[src/verilog/ivm_pkg.sv]
package ivm_pkg;
  // source counts
  localparam int NUM_MASK = 22;
  localparam int NUM_EXT = 7;
  localparam int NUM_T16 = 4;
  localparam int NUM_T8 = 2;
  localparam int NUM_CSI = 2;
  localparam int NUM_UART_EV = 6;
  localparam int IDX_W = 5;
  localparam int CODE_W = 16;
  localparam int ADDR_W = 32;

  // bit positions of each group in the maskable pending vector
  localparam int POS_WDOG_A_INTERVAL = 0;
  localparam int POS_EXT = 1;
  localparam int POS_T16 = 8;
  localparam int POS_T8 = 12;
  localparam int POS_CSI = 14;
  localparam int POS_UART = 16;

  // edges that fill the pin pipeline after reset before edge detection is trusted
  localparam logic [1:0] PIN_WARM_DONE = 2'h3;

  // exception codes
  localparam logic [15:0] CODE_RESET = 16'h0000;
  localparam logic [15:0] CODE_NMI_PIN = 16'h0010;
  localparam logic [15:0] CODE_WDOG_A = 16'h0020;
  localparam logic [15:0] CODE_WDOG_B = 16'h0030;
  localparam logic [15:0] CODE_TRAP = 16'h0060;
  localparam logic [15:0] CODE_MASK_BASE = 16'h0080;
  localparam logic [15:0] CODE_MASK_STEP = 16'h0010;

  // valid edge selection for pin inputs
  localparam logic [1:0] EDGE_NONE = 2'h0;
  localparam logic [1:0] EDGE_RISE = 2'h1;
  localparam logic [1:0] EDGE_FALL = 2'h2;
  localparam logic [1:0] EDGE_BOTH = 2'h3;

  // kind of the request on offer to the cpu
  typedef enum logic [6:0] {
    KIND_NONE = 7'h01,
    KIND_RESET = 7'h02,
    KIND_WDOG_B = 7'h04,
    KIND_WDOG_A = 7'h08,
    KIND_NMI = 7'h10,
    KIND_TRAP = 7'h20,
    KIND_MASK = 7'h40
  } ivm_kind_e;

  typedef struct packed {
    logic nmiSync1;
    logic nmiSync2;
    logic nmiPrev;
    logic [NUM_EXT-1:0] extSync1;
    logic [NUM_EXT-1:0] extSync2;
    logic [NUM_EXT-1:0] extPrev;
    logic [1:0] pinWarm;
    logic pendReset;
    logic pendWdogB;
    logic pendWdogA;
    logic pendNmi;
    logic pendTrap;
    logic [NUM_MASK-1:0] pendMask;
    ivm_kind_e kind;
    logic [IDX_W-1:0] maskIdx;
    logic reqValid;
    logic [CODE_W-1:0] reqCode;
    logic [ADDR_W-1:0] reqHandler;
    logic [ADDR_W-1:0] reqReturnAddr;
  } ivm_state_s;
endpackage : ivm_pkg

[src/verilog/ivm_interrupt_vector_map.sv]
`timescale 1ns/10ps
module ivm_interrupt_vector_map #(
  parameter int LEVEL_W = 3
) (
  input wire logic core_clk,
  input wire logic rst_b,
  input wire logic wdogAResetReq,
  input wire logic wdogBResetReq,
  input wire logic nmiPin,
  input wire logic [1:0] nmiEdgeSel,
  input wire logic wdogAOverflow,
  input wire logic wdogANonmaskMode,
  input wire logic wdogBOverflow,
  input wire logic wdogBNonmaskMode,
  input wire logic illegalOpcode,
  input wire logic debugTrapInstruction,
  input wire logic [ivm_pkg::NUM_EXT-1:0] extPin,
  input wire logic [2*ivm_pkg::NUM_EXT-1:0] extEdgeSel,
  input wire logic [ivm_pkg::NUM_T16-1:0] timer16Match,
  input wire logic [ivm_pkg::NUM_T8-1:0] timer8Match,
  input wire logic [ivm_pkg::NUM_CSI-1:0] serialDone,
  input wire logic [ivm_pkg::NUM_UART_EV-1:0] uartEvent,
  input wire logic [ivm_pkg::NUM_MASK-1:0] srcMask,
  input wire logic [ivm_pkg::NUM_MASK*LEVEL_W-1:0] srcLevel,
  input wire logic globalEnable,
  input wire logic [ivm_pkg::ADDR_W-1:0] followingInstructionAddress,
  input wire logic cpuAck,
  output logic reqValid,
  output ivm_pkg::ivm_kind_e reqKind,
  output logic [ivm_pkg::CODE_W-1:0] reqCode,
  output logic [ivm_pkg::ADDR_W-1:0] reqHandler,
  output logic [ivm_pkg::ADDR_W-1:0] reqReturnAddr
);

  // refuse a level field the comparator cannot hold
  if (LEVEL_W < 1 || LEVEL_W > 8)
  begin : gLevelCheck
    $error("LEVEL_W must be 1 to 8");
  end

  ivm_pkg::ivm_state_s state;
  ivm_pkg::ivm_state_s next_state;
  logic [ivm_pkg::NUM_EXT-1:0] extEdge;
  logic [ivm_pkg::NUM_MASK-1:0] maskEvent;

  // valid edge decode for one synchronised pin
  function automatic logic edgeHit(input logic [1:0] sel, input logic now, input logic prev);
    logic hit;
    hit = 1'b0;
    case (sel)
      ivm_pkg::EDGE_RISE: hit = now & ~prev;
      ivm_pkg::EDGE_FALL: hit = ~now & prev;
      ivm_pkg::EDGE_BOTH: hit = now ^ prev;
      default: hit = 1'b0;
    endcase
    return hit;
  endfunction : edgeHit

  // per-pin edge detection on the second synchroniser stage only;
  // held off until the pipeline holds real samples, so a pin idling high gives no false edge after reset
  for (genvar g = 0; g < ivm_pkg::NUM_EXT; g++)
  begin : gExtEdge
    assign extEdge[g] = (state.pinWarm == ivm_pkg::PIN_WARM_DONE)
      && edgeHit(extEdgeSel[2*g +: 2], state.extSync2[g], state.extPrev[g]);
  end

  // maskable sources laid out in default priority order
  assign maskEvent[ivm_pkg::POS_WDOG_A_INTERVAL] = wdogAOverflow & ~wdogANonmaskMode;
  assign maskEvent[ivm_pkg::POS_EXT +: ivm_pkg::NUM_EXT] = extEdge;
  assign maskEvent[ivm_pkg::POS_T16 +: ivm_pkg::NUM_T16] = timer16Match;
  assign maskEvent[ivm_pkg::POS_T8 +: ivm_pkg::NUM_T8] = timer8Match;
  assign maskEvent[ivm_pkg::POS_CSI +: ivm_pkg::NUM_CSI] = serialDone;
  assign maskEvent[ivm_pkg::POS_UART +: ivm_pkg::NUM_UART_EV] = uartEvent;

  // pending bookkeeping and selection of the request to offer
  always_comb
  begin
    logic found;
    logic [LEVEL_W-1:0] bestLevel;
    logic [LEVEL_W-1:0] lvl;
    logic [ivm_pkg::CODE_W-1:0] code;
    found = 1'b0;
    bestLevel = '1;
    lvl = '0;
    code = ivm_pkg::CODE_RESET;
    next_state = state;
    next_state.nmiSync1 = nmiPin;
    next_state.nmiSync2 = state.nmiSync1;
    next_state.nmiPrev = state.nmiSync2;
    next_state.extSync1 = extPin;
    next_state.extSync2 = state.extSync1;
    next_state.extPrev = state.extSync2;
    // count the edges that fill the pin pipeline after reset
    next_state.pinWarm = (state.pinWarm == ivm_pkg::PIN_WARM_DONE) ? state.pinWarm : state.pinWarm + 2'h1;

    // clear the acknowledged source first so a fresh event below still wins
    if (cpuAck && state.reqValid)
    begin
      case (state.kind)
        ivm_pkg::KIND_RESET: next_state.pendReset = 1'b0;
        ivm_pkg::KIND_WDOG_B: next_state.pendWdogB = 1'b0;
        ivm_pkg::KIND_WDOG_A: next_state.pendWdogA = 1'b0;
        ivm_pkg::KIND_NMI: next_state.pendNmi = 1'b0;
        ivm_pkg::KIND_TRAP: next_state.pendTrap = 1'b0;
        ivm_pkg::KIND_MASK: next_state.pendMask[state.maskIdx] = 1'b0;
        default: next_state.pendReset = state.pendReset;
      endcase
    end

    // coinciding non-maskable events: only the winner is latched
    if (wdogBOverflow && wdogBNonmaskMode)
      next_state.pendWdogB = 1'b1;
    else if (wdogAOverflow && wdogANonmaskMode)
      next_state.pendWdogA = 1'b1;
    else if (state.pinWarm == ivm_pkg::PIN_WARM_DONE && edgeHit(nmiEdgeSel, state.nmiSync2, state.nmiPrev))
      next_state.pendNmi = 1'b1;
    if (illegalOpcode || debugTrapInstruction)
      next_state.pendTrap = 1'b1;
    next_state.pendMask = next_state.pendMask | maskEvent;

    // a watchdog reset discards everything else outstanding
    if (wdogAResetReq || wdogBResetReq)
    begin
      next_state.pendWdogB = 1'b0;
      next_state.pendWdogA = 1'b0;
      next_state.pendNmi = 1'b0;
      next_state.pendTrap = 1'b0;
      next_state.pendMask = '0;
      next_state.pendReset = 1'b1;
    end

    // maskable arbitration: strict compare in ascending order keeps the lowest index on ties
    next_state.maskIdx = '0;
    for (int i = 0; i < ivm_pkg::NUM_MASK; i++)
    begin
      lvl = srcLevel[i*LEVEL_W +: LEVEL_W];
      if (next_state.pendMask[i] && !srcMask[i] && (!found || lvl < bestLevel))
      begin
        found = 1'b1;
        bestLevel = lvl;
        next_state.maskIdx = i[ivm_pkg::IDX_W-1:0];
      end
    end

    // fixed order: reset, then non-maskable, then traps, then maskable under global enable
    if (next_state.pendReset)
    begin
      next_state.kind = ivm_pkg::KIND_RESET;
      code = ivm_pkg::CODE_RESET;
    end
    else if (next_state.pendWdogB)
    begin
      next_state.kind = ivm_pkg::KIND_WDOG_B;
      code = ivm_pkg::CODE_WDOG_B;
    end
    else if (next_state.pendWdogA)
    begin
      next_state.kind = ivm_pkg::KIND_WDOG_A;
      code = ivm_pkg::CODE_WDOG_A;
    end
    else if (next_state.pendNmi)
    begin
      next_state.kind = ivm_pkg::KIND_NMI;
      code = ivm_pkg::CODE_NMI_PIN;
    end
    else if (next_state.pendTrap)
    begin
      next_state.kind = ivm_pkg::KIND_TRAP;
      code = ivm_pkg::CODE_TRAP;
    end
    else if (found && globalEnable)
    begin
      next_state.kind = ivm_pkg::KIND_MASK;
      code = 16'(ivm_pkg::CODE_MASK_BASE + ivm_pkg::CODE_MASK_STEP * next_state.maskIdx);
    end
    else
    begin
      next_state.kind = ivm_pkg::KIND_NONE;
      code = ivm_pkg::CODE_RESET;
    end

    next_state.reqValid = (next_state.kind != ivm_pkg::KIND_NONE);
    next_state.reqCode = code;
    next_state.reqHandler = {16'h0000, code};
    // return address is registered from the core every cycle, so on the acknowledge cycle it is one cycle old
    next_state.reqReturnAddr = (next_state.kind == ivm_pkg::KIND_RESET) ? '0 : followingInstructionAddress;
  end

  // state register; reset leaves a reset request pending, offered from the first clock after release
  always_ff @(posedge core_clk or negedge rst_b)
  begin
    if (!rst_b)
    begin
      state <= '0;
      state.pendReset <= 1'b1;
      state.kind <= ivm_pkg::KIND_NONE;
    end
    else
    begin
      state <= next_state;
    end
  end

  assign reqValid = state.reqValid;
  assign reqKind = state.kind;
  assign reqCode = state.reqCode;
  assign reqHandler = state.reqHandler;
  assign reqReturnAddr = state.reqReturnAddr;

endmodule : ivm_interrupt_vector_map

[config.mk]
export PLATFORM = sky130hd
export DESIGN_NAME = ivm_interrupt_vector_map
export DESIGN_NICKNAME = d
export VERILOG_FILES = /design/src/verilog/ivm_pkg.sv /design/src/verilog/ivm_interrupt_vector_map.sv
export SDC_FILE = /design/constraint.sdc
export NUM_CORES = 1
export LEC_CHECK = 0
export ABC_AREA = 1
export BUFFER_PORTS_ARGS = -buffer_cell sky130_fd_sc_hd__buf_2
export CORE_ASPECT_RATIO = 1.1
export CORE_MARGIN = 1
export CORE_UTILIZATION = 40
export DETAILED_ROUTE_END_ITERATION = 7
export GPL_ROUTABILITY_DRIVEN = 0
export GPL_TIMING_DRIVEN = 0
export PLACE_DENSITY = 0.67
export SLEW_MARGIN = 20
export SYNTH_ARGS = -nofsm -noshare
export SYNTH_HDL_FRONTEND = slang
export SYNTH_SLANG_ARGS = --single-unit
[constraint.sdc]
create_clock -name core_clk -period 24.9 [get_ports core_clk]
set_input_delay 3.735 -clock core_clk [delete_from_list [all_inputs] [get_ports core_clk]]
set_output_delay 3.735 -clock core_clk [all_outputs]
set_load 0.05 [all_outputs]
==> Word level (Yosys, flattened, before mapping) <==
Index checks and enable logic that the tools add are counted.
{ "word_totals": {"reg_bits": 114, "elab_cells": 346} }
{ "classes": {"n_addsub": 2, "order_cmp": 23, "eq_ne": 33, "muxes": 103, "bitwise": 45, "reduce_logical": 122} }
{ "ops": {"columns": ["operator", "count"], "rows": [
  ["2-to-1 mux 5 bit", 20],
  ["< comparator 3 bit", 21],
  ["2-to-1 mux 3 bit", 21],
  ["2-to-1 mux 10 bit", 6],
  ["logical AND 1 bit", 56],
  ["2-to-1 mux 27 bit", 2],
  ["logical NOT 1 bit", 43],
  ["2-to-1 mux 7 bit", 6],
  ["2-to-1 mux 1 bit", 36],
  ["equality test 2 bit, second input constant", 17],
  ["2-to-1 mux 32 bit", 1],
  ["case mux 1 bit (3 select lines)", 8],
  ["logical OR 1 bit", 23],
  ["AND 22 bit", 1],
  ["2-to-1 mux 22 bit", 1],
  ["NOT 22 bit", 1],
  ["OR 22 bit", 1],
  ["AND 1 bit", 17],
  ["NOT 1 bit", 17],
  ["equality test 2 x 1 -> 1 bit, second input constant", 8],
  ["equality test 7 x 2 -> 1 bit, second input constant", 2],
  ["adder 8 x 9 -> 10 bit, first input constant", 1],
  ["bitwise XOR 1 bit", 8],
  ["equality test 7 x 3 -> 1 bit, second input constant", 1],
  ["10 further kinds", 10]
]} }

==> Depth between registers and ports, before layout <==
{ "depth": {"depth_word": 107, "ltp_mapped": 203, "mapped_depth_nobuf": 203} }

==> Worst setup path before layout <==
Ideal clock, no wire load.
{ "synth_path": {"path_type": "in2reg", "startpoint": "in cpuAck", "endpoint": "reg state (netlist bit reqHandler[8])", "arrival_time_ps": 22089, "required_ps": 24782, "path_slack_ps": 2692, "path_stages": 182, "path_cell_list": "nand2_1 -> inv_2 -> nand2_1 -> nor2_1 -> nand2_1 -> nand2_1 -> nand2_2 -> nand3_2 -> nor2_1 -> ha_1 -> inv_1 -> a21oi_1 -> nand2_1 -> nand2_1 -> nand2_4 -> nand2_4 -> o21ai_0 -> ha_1 -> (+146 left out) -> nand2_2 -> nand2_2 -> nand2_1 -> o21ai_1 -> ha_1 -> nand2_1 -> inv_1 -> nand2_1 -> nand2_1 -> nand2_1 -> nand2_2 -> nand2_1 -> inv_2 -> nand2_2 -> a21oi_2 -> ha_1 -> inv_1 -> nor2_1"} }
{ "synth_rtl": {"columns": ["item", "line_no", "source"], "rows": [
  ["start: declaration", "ivm_interrupt_vector_map.sv:27", "input wire logic cpuAck,"],
  ["end signal: assignment", "ivm_interrupt_vector_map.sv:200", "state <= next_state;"],
  ["end: declaration", "ivm_interrupt_vector_map.sv:41", "ivm_pkg::ivm_state_s state;"]
]} }

==> flow_summary.toml <==
[setup_path]
critical_path.slowest_cell = "sky130_fd_sc_hd__ha_1"
crit_fanout = 7
timing.reg2reg.worst_path_depth = 197
critical_path.max_stage_delay_ns = 0.30
timing.critical_path.from_type = "input pin"
worst_r2r_endpoint = "reqHandler[8]$_DFF_PN0_"
rrSetupSlack_ns = 5.25
criticalPathCategory = "in2reg"
timing.critical_path.mode_cell = "sky130_fd_sc_hd__nand2_1"
regToRegStartpoint = "reqKind[5]$_DFF_PN0_"
timing.critical_path.arrival_ns = 22.88
worstSetupEndpointType = "register"
cp_data_required_time_ns = 25.14

[final_layout]
drive_gt1_share_pct = 29.97
seqCellArea_mm2 = 0.002605
flow.area_growth_from_synthesis_pct = 24.87
num-fill-cells = 1941
multi_input_comb_area_mm2 = 0.003930
design.final.nets = 1614

[floorplanning]
top_level_i_o_count = 258
die-height_um = 149.1
die_width_um = 135.7
core_mm2 = 0.01916
core.rowCount = 53
start_util_pct = 41.05
area_of_the_die_mm2 = 0.02023

[logic_synthesis]
synth_cell_type_count = 38
synth.yosys.seq_area_share_pct = 33.11
yosys_register_bits = 104
synth.avg_cell_area_um2 = 6.956
ys.warnings.count = 0
synthCells = 1131
synth.cell_area_mm2 = 0.007868

[sta]
period_utilisation_layout_pct = 90.95
fin_skew_ns = 0.007741
worst-slew-pin-transition_ns = 0.8059
whs_ns = 0.3436
max-slew-margin-rel_pct = 45.95
fmax_mhz = 44.16
slew_viol_final = 0
period_needed_ns = 22.65
fin_ws_ns = 2.254
hold_viol_final = 0
finalSetupViolations = 0

[cts]
clock_latency_ns = 0.35
clock_tree.htree_level_count = 3
cts_buffers = 9
ctsLongestPathBuffers = 2
tritoncts_clock_tree = "yes"
clock_transition_at_the_registers_of_the_reported_paths_ns = 0.07
ctsRootBufferMaster = "sky130_fd_sc_hd__clkbuf_16"
cts_sinks = 104

[placed_design]
pre_cts_ws_ns = -0.3177
port_buffers = 221
dpl.hpwl_um = 15760

[global_route]
grt_use_total_pct = 19.31
grt_pass1_wl_um = 31090
grt_pass1_vias = 6894
initial_antenna_violation_count = 1
global_route.overflow_total = 0
grt_start_max_net_pins = 68

[routing]
routed-wl-met2_um = 9503
total_length_of_routed_met3_wires_um = 951
route.antenna.remaining_nets = 0
vias_per_cell = 4.411
maxUsedRoutingLayer = "met4"
detail_route.first_pass.iterations = 5
drc_markers = 0
detail_route.wl_per_cell_um = 11.34
routedLengthMet1_um = 7937
route.vias.total = 7304
dr.first_iter.drc_count = 239
drt-total-wl_um = 18770

[hold_path]
timing.hold.worst.class = "reg2reg"
worstHoldPathCells = 0
hold_path_startpoint = "next_state[132]$_DFF_PN0_"
hold-path-endpoint = "next_state[125]$_DFF_PN0_"

[power]
total_power_mw = 0.4776
static-leakage-power_nw = 6.174
peakVddDrop_mv = 0.05978
power_density_mw_per_mm2 = 48.61

[outcome]
outcome = "finished clean"

[flow_run]
max_cap_violations = 0
-- cell usage in the layout (no fill, tap or decap), types with 2 or more instances in the layout --
| master | Yosys | final |
|---|---|---|
| sky130_fd_sc_hd__a211oi_1 | 7 | 7 |
| sky130_fd_sc_hd__a21oi_1 | 29 | 29 |
| sky130_fd_sc_hd__buf_2 | 0 | 220 |
| sky130_fd_sc_hd__buf_4 | 88 | 92 |
| sky130_fd_sc_hd__buf_6 | 1 | 2 |
| sky130_fd_sc_hd__clkbuf_1 | 4 | 5 |
| sky130_fd_sc_hd__clkbuf_16 | 0 | 9 |
| sky130_fd_sc_hd__clkinv_1 | 20 | 20 |
| sky130_fd_sc_hd__clkinv_2 | 0 | 2 |
| sky130_fd_sc_hd__clkinv_4 | 0 | 3 |
| sky130_fd_sc_hd__conb_1 | 1 | 36 |
| sky130_fd_sc_hd__dfrtp_1 | 102 | 102 |
| sky130_fd_sc_hd__dfstp_2 | 2 | 2 |
| sky130_fd_sc_hd__ha_1 | 41 | 41 |
| sky130_fd_sc_hd__inv_1 | 199 | 199 |
| sky130_fd_sc_hd__inv_2 | 5 | 4 |
| sky130_fd_sc_hd__nand2_1 | 278 | 278 |
| sky130_fd_sc_hd__nand2_2 | 27 | 27 |
| sky130_fd_sc_hd__nand2_4 | 32 | 32 |
| sky130_fd_sc_hd__nand3_1 | 105 | 105 |
| sky130_fd_sc_hd__nand3b_1 | 7 | 7 |
| sky130_fd_sc_hd__nand4_1 | 6 | 6 |
| sky130_fd_sc_hd__nor2_1 | 95 | 95 |
| sky130_fd_sc_hd__nor2_2 | 5 | 5 |
| sky130_fd_sc_hd__nor3_1 | 6 | 6 |
| sky130_fd_sc_hd__o211ai_1 | 7 | 7 |
| sky130_fd_sc_hd__o21ai_0 | 42 | 24 |
| sky130_fd_sc_hd__o21ai_1 | 8 | 10 |
| sky130_fd_sc_hd__o21ai_2 | 0 | 16 |
-- layout make-up --
cell class              count  area share (%)
diodes                      1         0.02547
plain buffers              94           7.030
clock buffers              10           2.331
clock inverters             6          0.4585
inverters                 224           8.584
multi-input cells         744           40.00
flip-flops and latches    104           26.52
well taps                 247           3.146
repair buffers            226           11.91
-- stage by stage --
step                      cell area (um2)  std cells  setup TNS (ns)  utilization [%]
after global routing                 9824       1656        -0.03405            51.26
after floorplan                      7999       1166               0                -
after CTS                            9722       1651               0            50.73
after global placement               9414       1634       -0.002309            49.12
final                                9824       1656               0            51.26
after detailed placement             9448       1635         -0.5637            49.30
-- state kept, by name, summed over array words and instances, names as in the netlist --
signal and count:
reqReturnAddr 32, reqValid 1, reqKind 7, next_state 16, state 42, reqHandler 6
-- critical path, delay by kind of cell --
family          cells  cell delay, ns
buf+inv            24            1.28
simple gates      130            9.87
fa+ha+maj          22            5.84
compound gates     23            2.12
-- routing by layer --
layer,up-vias,global-route usage [%]
li1,3907,-
met1,3207,22.96
met2,162,34.67
met3,28,3.704
met4,0,6.067
met5,-,0
-- power by group --
group / switching, mW / leakage, nW / internal, mW
sequential: 0.00462 / 1.34 / 0.177
combinational: 0.107 / 4.69 / 0.0585
clock: 0.0623 / 0.137 / 0.0683
total: 0.174 / 6.17 / 0.304
-- repair_timing --
action | in CTS | in global routing
hold endpoints to repair | 0 | 0
resized for setup | 0 | 36
buffers inserted | 0 | 4
hold buffers | 0 | 0
endpoints found under the setup margin | 0 | 11
-- worst max path at each step --
stage                 from                      end  cells after the start
CTS                 cpuAck  reqHandler[8]$_DFF_PN0_                    183
global placement    cpuAck  reqHandler[8]$_DFF_PN0_                    183
global route        cpuAck  reqHandler[8]$_DFF_PN0_                    201
floorplan           cpuAck  reqHandler[8]$_DFF_PN0_                    182
finish              cpuAck  reqHandler[8]$_DFF_PN0_                    199
detailed placement  cpuAck  reqHandler[8]$_DFF_PN0_                    183
-- cells in the mapped netlist, drive strengths merged --
master	count	area share, %
nor2	101	5.1
o21ai	50	3.2
a21oi	30	2.0
buf	90	8.6
nand3	106	6.8
o31ai	1	0.095
xnor2	1	0.11
nor3	6	0.38
a21boi	1	0.095
dfstp	2	0.67
nand3b	7	0.67
conb	1	0.048
o21bai	1	0.095
nand4	6	0.48
nand2	337	20
or2	1	0.080
mux2	1	0.14
o211ai	7	0.67
dfrtp	102	32
o41ai	1	0.11
a31oi	1	0.080
ha	41	6.5
clkbuf	4	0.19
nor4	1	0.080
inv	204	9.7
a211oi	7	0.67
or4	1	0.095
clkinv	20	0.95
-- cells by family after synthesis --
kind of cell	after synthesis	synth area share, %
adders and majority gates	41	6.520
and+or+nand+nor	566	33.65
other	1	0.04766
muxes	1	0.1431
xor gates and xnor gates	1	0.1113
buffers and inverters	318	19.47
AOI/OAI and AO/OA	99	6.950
DFF	104	33.11
(Power assumes the default switching activity.)
